$ cat src/ast_pkg.sv
package ast_pkg;
  localparam int          ast_oversample     = 16;
  localparam logic [3:0]  ast_os_last        = 4'hF;
  localparam logic [3:0]  ast_os_half        = 4'h7;
  localparam logic [3:0]  ast_vote_a         = 4'h6;
  localparam logic [3:0]  ast_vote_b         = 4'h7;
  localparam logic [3:0]  ast_vote_c         = 4'h8;
  localparam logic [3:0]  ast_bits_eight     = 4'h8;
  localparam logic [3:0]  ast_bits_nine      = 4'h9;
  localparam logic [15:0] ast_baud_default   = 16'h001A;
  localparam int          ast_fifo_depth     = 2;
  localparam logic        ast_mark           = 1'b1;
  localparam logic        ast_space          = 1'b0;

  typedef struct packed {
    logic       ninth;
    logic [7:0] data;
  } ast_char_s;

  typedef struct packed {
    logic       ninth;
    logic [7:0] data;
    logic       frame_err;
  } ast_rx_word_s;

  typedef enum logic [1:0] {
    ast_tx_idle  = 2'b00,
    ast_tx_start = 2'b01,
    ast_tx_data  = 2'b11,
    ast_tx_stop  = 2'b10
  } ast_tx_state_e;

  typedef enum logic [1:0] {
    ast_rx_idle  = 2'b00,
    ast_rx_start = 2'b01,
    ast_rx_data  = 2'b11,
    ast_rx_stop  = 2'b10
  } ast_rx_state_e;
endpackage : ast_pkg

$ cat src/ast_fifo.sv
`timescale 1ns/1ps
module ast_fifo #(
  parameter int width = 10,
  parameter int depth = 2
) (
  input  wire logic             core_clk,
  input  wire logic             nrst,
  input  wire logic             clear,
  input  wire logic [width-1:0] in_data,
  input  wire logic             in_valid,
  output logic                  in_ready,
  output logic [width-1:0]      out_data,
  output logic                  out_valid,
  input  wire logic             out_ready
);
  localparam int aw = (depth > 1) ? $clog2(depth) : 1;
  logic [width-1:0] mem [depth];
  logic [aw-1:0]    wptr;
  logic [aw-1:0]    rptr;
  logic [aw:0]      count;
  logic [aw-1:0]    next_wptr;
  logic [aw-1:0]    next_rptr;
  logic [aw:0]      next_count;
  logic             do_wr;
  logic             do_rd;

  always_comb begin
    in_ready   = (count != (aw+1)'(depth));
    out_valid  = (count != '0);
    out_data   = mem[rptr];
    do_wr      = in_valid && in_ready;
    do_rd      = out_valid && out_ready;
    next_wptr  = wptr;
    next_rptr  = rptr;
    next_count = count;
    if (clear) begin
      next_wptr  = '0;
      next_rptr  = '0;
      next_count = '0;
    end else begin
      if (do_wr) begin
        next_wptr = (wptr == aw'(depth - 1)) ? '0 : wptr + 1'b1;
      end
      if (do_rd) begin
        next_rptr = (rptr == aw'(depth - 1)) ? '0 : rptr + 1'b1;
      end
      next_count = count + (aw+1)'(do_wr) - (aw+1)'(do_rd);
    end
  end

  always_ff @(posedge core_clk or negedge nrst) begin
    if (!nrst) begin
      wptr  <= '0;
      rptr  <= '0;
      count <= '0;
    end else begin
      wptr  <= next_wptr;
      rptr  <= next_rptr;
      count <= next_count;
    end
  end

  always_ff @(posedge core_clk) begin
    if (do_wr && !clear) begin
      mem[wptr] <= in_data;
    end
  end
endmodule : ast_fifo

$ cat src/ast_uart.sv
`timescale 1ns/1ps
module ast_uart
  import ast_pkg::*;
#(
  parameter logic [15:0] baud_div = ast_baud_default
) (
  input  wire logic             core_clk,
  input  wire logic             nrst,
  input  wire logic             serial_port_enable,
  input  wire logic             tx_enable,
  input  wire logic             continuous_receive_enable,
  input  wire logic             clocked_mode_select,
  input  wire logic             transmit_polarity_invert,
  input  wire logic             nine_bit_mode,
  input  wire logic             wide_divider,
  input  wire logic [15:0]      rate_divisor,
  input  wire logic             transmit_irq_enable,
  input  wire logic             receive_irq_enable,
  input  wire logic             holding_write,
  input  wire ast_pkg::ast_char_s holding_data,
  input  wire logic             read_strobe,
  input  wire logic             overrun_clear,
  input  wire logic             receive_pin,
  output logic                  transmit_pin,
  output logic                  transmit_pin_oe,
  output logic                  transmit_buffer_empty_flag,
  output logic                  transmit_irq,
  output logic                  transmit_shift_empty,
  output ast_pkg::ast_rx_word_s receive_read_port,
  output logic                  receive_data_flag,
  output logic                  receive_irq,
  output logic                  overrun_error
);
  import ast_pkg::*;

  logic          tx_on;
  logic          rx_on;
  logic [15:0]   div_cnt;
  logic [15:0]   next_div_cnt;
  logic          tick;
  logic          rx_s1;
  logic          rx_s2;
  // Transmit state
  ast_tx_state_e tx_st;
  ast_tx_state_e next_tx_st;
  logic [3:0]    tx_os;
  logic [3:0]    next_tx_os;
  logic [3:0]    tx_bit;
  logic [3:0]    next_tx_bit;
  logic [8:0]    transmit_shift_reg;
  logic [8:0]    next_tsr;
  logic          tx_line;
  logic          next_tx_line;
  ast_char_s     hold;
  ast_char_s     next_hold;
  logic          hold_full;
  logic          next_hold_full;
  logic          empty_q;
  logic          next_empty_q;
  // Receive state
  ast_rx_state_e rx_st;
  ast_rx_state_e next_rx_st;
  logic [3:0]    rx_os;
  logic [3:0]    next_rx_os;
  logic [3:0]    rx_bit;
  logic [3:0]    next_rx_bit;
  logic [8:0]    receive_shift_reg;
  logic [8:0]    next_rsr;
  logic [2:0]    votes;
  logic [2:0]    next_votes;
  logic          rx_prev;
  logic          ovr;
  logic          next_ovr;
  logic          push;
  ast_rx_word_s  push_word;
  logic          fifo_in_ready;
  logic          fifo_out_valid;
  ast_rx_word_s  fifo_out;
  logic          maj;
  logic [3:0]    nbits;

  assign tx_on = tx_enable && serial_port_enable && !clocked_mode_select;
  assign rx_on = continuous_receive_enable && serial_port_enable
                 && !clocked_mode_select;
  assign nbits = nine_bit_mode ? ast_bits_nine : ast_bits_eight;

  // Sixteen-times baud tick from an 8- or 16-bit divider
  always_comb begin
    tick = (div_cnt == 16'h0000);
    if (tick) begin
      next_div_cnt = wide_divider ? rate_divisor
                                  : {8'h00, rate_divisor[7:0]};
    end else begin
      next_div_cnt = div_cnt - 16'h0001;
    end
  end

  always_ff @(posedge core_clk or negedge nrst) begin
    if (!nrst) begin
      div_cnt <= baud_div;
      rx_s1   <= ast_mark;
      rx_s2   <= ast_mark;
      rx_prev <= ast_mark;
    end else begin
      div_cnt <= next_div_cnt;
      rx_s1   <= receive_pin;
      rx_s2   <= rx_s1;
      rx_prev <= rx_s2;
    end
  end

  // Transmitter
  always_comb begin
    next_tx_st     = tx_st;
    next_tx_os     = tx_os;
    next_tx_bit    = tx_bit;
    next_tsr       = transmit_shift_reg;
    next_tx_line   = tx_line;
    next_hold      = hold;
    next_hold_full = hold_full;
    if (holding_write) begin
      next_hold      = holding_data;
      next_hold_full = 1'b1;
    end
    if (!tx_on) begin
      next_tx_st     = ast_tx_idle;
      next_tx_line   = ast_mark;
      next_hold_full = 1'b0;
    end else begin
      case (tx_st)
        ast_tx_idle: begin
          next_tx_line = ast_mark;
          if (hold_full) begin
            next_tsr       = {hold.ninth, hold.data};
            next_hold_full = holding_write;
            next_tx_st     = ast_tx_start;
            next_tx_os     = '0;
            next_tx_line   = ast_space;
          end
        end
        ast_tx_start, ast_tx_data: begin
          if (tick) begin
            next_tx_os = tx_os + 4'h1;
            if (tx_os == ast_os_last) begin
              if (tx_st == ast_tx_start) begin
                next_tx_bit = '0;
                next_tx_st  = ast_tx_data;
              end else begin
                next_tx_bit = tx_bit + 4'h1;
                next_tsr    = {1'b0, transmit_shift_reg[8:1]};
              end
              if (tx_st == ast_tx_data && tx_bit == nbits - 4'h1) begin
                next_tx_st   = ast_tx_stop;
                next_tx_line = ast_mark;
              end else if (tx_st == ast_tx_start) begin
                next_tx_line = transmit_shift_reg[0];
              end else begin
                next_tx_line = transmit_shift_reg[1];
              end
            end
          end
        end
        ast_tx_stop: begin
          if (tick && tx_os == ast_os_last) begin
            next_tx_st = ast_tx_idle;
          end else if (tick) begin
            next_tx_os = tx_os + 4'h1;
          end
        end
        default: next_tx_st = ast_tx_idle;
      endcase
    end
    // Flag is registered from next_hold_full, so it changes on the same edge as hold_full
    next_empty_q = tx_on && !next_hold_full;
  end

  always_ff @(posedge core_clk or negedge nrst) begin
    if (!nrst) begin
      tx_st     <= ast_tx_idle;
      tx_os     <= '0;
      tx_bit    <= '0;
      transmit_shift_reg       <= '0;
      tx_line   <= ast_mark;
      hold      <= '0;
      hold_full <= 1'b0;
      empty_q   <= 1'b0;
    end else begin
      tx_st     <= next_tx_st;
      tx_os     <= next_tx_os;
      tx_bit    <= next_tx_bit;
      transmit_shift_reg       <= next_tsr;
      tx_line   <= next_tx_line;
      hold      <= next_hold;
      hold_full <= next_hold_full;
      empty_q   <= next_empty_q;
    end
  end

  assign transmit_pin    = tx_line ^ transmit_polarity_invert;
  assign transmit_pin_oe = serial_port_enable;
  assign transmit_buffer_empty_flag = empty_q;
  assign transmit_irq    = empty_q && transmit_irq_enable;
  assign transmit_shift_empty = (tx_st == ast_tx_idle);

  // Receiver
  assign maj = (votes[0] & votes[1]) | (votes[0] & votes[2])
               | (votes[1] & votes[2]);

  always_comb begin
    next_rx_st  = rx_st;
    next_rx_os  = rx_os;
    next_rx_bit = rx_bit;
    next_rsr    = receive_shift_reg;
    next_votes  = votes;
    next_ovr    = ovr;
    push        = 1'b0;
    push_word   = '0;
    if (overrun_clear) begin
      next_ovr = 1'b0;
    end
    if (!rx_on) begin
      next_rx_st = ast_rx_idle;
      next_ovr   = 1'b0;
    end else begin
      if (tick) begin
        next_rx_os = rx_os + 4'h1;
        if (rx_os == ast_vote_a) next_votes[0] = rx_s2;
        if (rx_os == ast_vote_b) next_votes[1] = rx_s2;
        if (rx_os == ast_vote_c) next_votes[2] = rx_s2;
      end
      case (rx_st)
        ast_rx_idle: begin
          if (rx_prev && !rx_s2 && !ovr) begin
            next_rx_st = ast_rx_start;
            next_rx_os = '0;
          end
        end
        ast_rx_start: begin
          if (tick && rx_os == ast_os_half) begin
            if (rx_s2 != ast_space) begin
              next_rx_st = ast_rx_idle;
            end
          end else if (tick && rx_os == ast_os_last) begin
            next_rx_st  = ast_rx_data;
            next_rx_bit = '0;
          end
        end
        ast_rx_data: begin
          if (tick && rx_os == ast_os_last) begin
            next_rsr    = nine_bit_mode ? {maj, receive_shift_reg[8:1]}
                                        : {1'b0, maj, receive_shift_reg[7:1]};
            next_rx_bit = rx_bit + 4'h1;
            if (rx_bit == nbits - 4'h1) begin
              next_rx_st = ast_rx_stop;
            end
          end
        end
        ast_rx_stop: begin
          if (tick && rx_os == ast_vote_c) begin
            push_word.ninth     = receive_shift_reg[8];
            push_word.data      = receive_shift_reg[7:0];
            push_word.frame_err = (votes[0] & votes[1]) | (votes[0] & rx_s2)
                                  | (votes[1] & rx_s2) ? 1'b0 : 1'b1;
            next_rx_st = ast_rx_idle;
            if (fifo_in_ready) begin
              push = 1'b1;
            end else begin
              next_ovr = 1'b1;
            end
          end
        end
        default: next_rx_st = ast_rx_idle;
      endcase
    end
  end

  always_ff @(posedge core_clk or negedge nrst) begin
    if (!nrst) begin
      rx_st  <= ast_rx_idle;
      rx_os  <= '0;
      rx_bit <= '0;
      receive_shift_reg    <= '0;
      votes  <= 3'h7;
      ovr    <= 1'b0;
    end else begin
      rx_st  <= next_rx_st;
      rx_os  <= next_rx_os;
      rx_bit <= next_rx_bit;
      receive_shift_reg    <= next_rsr;
      votes  <= next_votes;
      ovr    <= next_ovr;
    end
  end

  ast_fifo #(
    .width ($bits(ast_rx_word_s)),
    .depth (ast_fifo_depth)
  ) u_rx_fifo (
    .core_clk  (core_clk),
    .nrst      (nrst),
    .clear     (!rx_on),
    .in_data   (push_word),
    .in_valid  (push),
    .in_ready  (fifo_in_ready),
    .out_data  (fifo_out),
    .out_valid (fifo_out_valid),
    .out_ready (read_strobe)
  );

  assign receive_read_port = fifo_out;
  assign receive_data_flag = rx_on && fifo_out_valid;
  assign receive_irq       = receive_data_flag && receive_irq_enable;
  assign overrun_error     = ovr;
endmodule : ast_uart
$ cat config.mk
export PLATFORM = sky130hd
export DESIGN_NAME = ast_uart
export DESIGN_NICKNAME = d
export VERILOG_FILES = /design/src/ast_pkg.sv /design/src/ast_fifo.sv /design/src/ast_uart.sv
export SDC_FILE = /design/constraint.sdc
export NUM_CORES = 1
export LEC_CHECK = 0
export ABC_AREA = 1
export BUFFER_PORTS_ARGS = -buffer_cell sky130_fd_sc_hd__buf_2
export CORE_MARGIN = 5
export CORE_UTILIZATION = 45
export DETAILED_ROUTE_END_ITERATION = 8
export PLACE_DENSITY = 0.65
export SLEW_MARGIN = 20
export SYNTH_ARGS = -nofsm -noshare
export SYNTH_HDL_FRONTEND = slang
export SYNTH_SLANG_ARGS = --single-unit
export TNS_END_PERCENT = 20
$ cat constraint.sdc
create_clock -name core_clk -period 6.2 [get_ports core_clk]
set_input_delay 1.55 -clock core_clk [delete_from_list [all_inputs] [get_ports core_clk]]
set_output_delay 1.55 -clock core_clk [all_outputs]
set_load 0.005 [all_outputs]
==> flow_metrics.tcl <==
set metrics [dict create \
    postCtsResizedCells 0 \
    synth.largest_area_cell "dfrtp_1" \
    fin_crit_ns 4.19 \
    ys_ff_latch 97 \
    hold_path.class "reg -> reg" \
    final.setup_skew_ns 0.0129 \
    grt_pass1_vias 3726 \
    dp_cells 768 \
    routedWlPerCell_um 12.1 \
    antenna_found_initial 0 \
    cts.reportedPaths.clkPinSlew_ns 0.10 \
    ant_nets 0 \
    power_switching_share 0.275 \
    utilization 0.515 \
    cts.path.max_buffers 2 \
    worst_ep_arrival_time_ns 2.64 \
    crit_family "simple AND/OR/NAND/NOR gates" \
    vias 3798 \
    crit_chain "buf_2 -> inv_1 -> nand3_1 -> nor3b_1 -> buf_2" \
    viasPerCell 4.84 \
    pwr-share-clk 0.312 \
    fp.dieW_um 115 \
    root_buffer "clkbuf_8" \
    cts_buffers 9 \
    p_seq_frac 0.582 \
    worst_slack_ns 2.01 \
    fmax_mhz 238 \
    synth.avg_cell_area_um2 8.55 \
    core.rowCount 38 \
    cts_sinks 97 \
    slowest_stage "nand3_1" \
    cts_setup_buffers 0 \
    cts.htree.levels 3 \
    drc_errors 0 \
    critPathLaunchType "input pin" \
    setup_tns_ns 0 \
    diodes 0 \
    critPathBufInv 3 \
    intPower_w 0.000904 \
    power_frac_comb 0.106 \
    worstRegToRegCells 10 \
    preCtsSetupSlack_ns 1.89 \
    place_congestion 0.892 \
    grt_max_degree 78 \
    nNetsFinal 689 \
    fin_crit_sh 0.676 \
    ys_types 46 \
    finalWirelength_mm 9.50 \
    regMostFlops "u_rx_fifo.mem" \
    dp_hpwl_mm 7.07 \
    min_path_cells 0 \
    clk_latency_ns 0.37 \
    yosysWarnings 0 \
    end_kind "output pin" \
    track_usage 0.156 \
    die_h_um 115 \
    fin_cells 785 \
    start_util 0.461 \
    crit_path_max_fanout 13 \
    yosys.area.top_type_share 0.336 \
    max-cap-violations 0 \
    synth_edf_count 20 \
    r2r-end "u_rx_fifo.mem[0][7]$_DFFE_PP_" \
    hold_buffers 0 \
    r2r_slack_ns 3.41 \
    slowest_delay_ns 0.43 \
    cts_tree "yes" \
    slew_viol_final 0 \
    worst_pin_slew_ns 0.790 \
    area_growth_syn_to_layout_pct 11.8 \
    synthCells 584 \
    max-vdd-ir-drop_v 0.000113 \
    cpMostUsedCell "buf_2" \
    slew-limit-headroom 0.472 \
    drt_pre_antenna_iters 4 \
    hold_viol 0 \
    p_leak_nw 2.48 \
    ys_seq_area_frac 0.508 \
    path_class "in -> out" \
    min-delay-start "rx_s1$_DFF_PN1_" \
    drive_above_1_share 0.200 \
    hold_end "rx_s2$_DFF_PN1_" \
    syn_nets 633 \
    core_um2 10800 \
    powerDensity_nw_per_um2 223 \
    io_pins 58 \
    async_flop_share 0.794 \
    reg.largest.list "u_rx_fifo.mem x20, div_cnt x16" \
    status "complete, no violations" \
    rsz0062_at_grt "no" \
    dr.first_iter.drc_count 174 \
    largest_reg_flops 20 \
    die-area_um2 13300 \
    ys.flop_type "dfrtp_1" \
    yosys-top-cells-area "dfrtp_1 (34%), edfxtp_1 (12%), nand2_1 (11%)" \
    syn_area_um2 5000 \
    crit_required_ns 4.65 \
    r2r-start "div_cnt[0]$_DFF_PN0_" \
    setup_violations 0 \
    power.net_switching_w 0.000343 \
    io_buffers 57 \
    overflow 0 \
    grt_pass1_wl_mm 16.8 \
]
worst max-delay path by stage:
stage | from | endpoint | cells after the start
2_1_floorplan | clocked_mode_select | receive_irq | 4
3_3_place_gp | clocked_mode_select | u_rx_fifo.mem[0][4]$_DFFE_PP_ | 8
3_5_place_dp | clocked_mode_select | u_rx_fifo.mem[0][4]$_DFFE_PP_ | 8
4_1_cts | clocked_mode_select | receive_irq | 5
5_1_grt | clocked_mode_select | receive_irq | 5
6_report | clocked_mode_select | receive_irq | 5
layer usage:
metal,GRT usage,part of all wire
met1,0.217,0.49
met2,0.249,0.45
met3,0.0242,0.047
met4,0.0540,0.015
met5,0,0
cell usage in the layout (no fill, tap or decap), types with 4 or more instances in the layout:
master | Yosys | final
xnor2_1 | 9 | 9
nand2_1 | 150 | 150
o21ai_1 | 14 | 14
or2_2 | 5 | 5
nand3_1 | 30 | 30
edfxtp_1 | 20 | 20
clkbuf_8 | 0 | 9
inv_1 | 62 | 62
dfrtp_1 | 67 | 67
buf_2 | 4 | 56
nand4_1 | 6 | 6
ha_1 | 9 | 9
o21ai_2 | 12 | 12
a21oi_1 | 17 | 17
o21ai_0 | 29 | 29
xor2_1 | 9 | 9
nand2_2 | 5 | 5
o21a_1 | 4 | 4
nor2_2 | 7 | 7
dfstp_2 | 10 | 10
nor2_1 | 75 | 75
final cells by class:
cell class,count,area [µm²]
well taps,140,175
clock buffers,10,128
fillers,1052,5260
inverters,65,253
multi-input cells,409,2120
clock inverters,6,50.0
repair buffers,58,315
flip-flops and latches,97,2540
worst register-to-register path, delay by kind of cell, from the launching register on:
kind          cells  cell delay, ns
simple gates      6            1.48
fa+ha+maj         1            0.27
flops             1            0.38
buf+inv           3            0.30
synthesized netlist by cell type (6+ instances only):
cell	n
nand2_1	150
nor2_1	75
dfrtp_1	67
inv_1	62
nand3_1	30
o21ai_0	29
edfxtp_1	20
a21oi_1	17
o21ai_1	14
o21ai_2	12
dfstp_2	10
ha_1	9
xnor2_1	9
xor2_1	9
nor2_2	7
nand4_1	6
power by group through the flow:
stage          clock network (W)  logic (W)  registers, W
6_report                0.000389   0.000133      0.000726
5_1_grt                 0.000433   0.000152      0.000733
2_1_floorplan                  0  0.0000922      0.000732
3_3_place_gp                   0   0.000127      0.000738
3_5_place_dp                   0   0.000132      0.000739
4_1_cts                 0.000405   0.000132      0.000727
cell families after synthesis:
logic type	share of synthesized area
simple gates	0.266
flops	0.508
fa+ha+maj	0.0225
buf+inv	0.0666
xor+xnor	0.0316
compound gates	0.102
mux	0.00225
metrics by stage:
stage	instance area [µm²]	hold slack (ns)	total power, W
floorplan	5000	0.345	0.000824
global placement	5380	0.353	0.000865
detailed placement	5380	0.349	0.000871
CTS	5560	0.365	0.00126
global route	5580	0.370	0.00132
finish	5580	0.362	0.00125
Power figures use the tool's default switching activity.
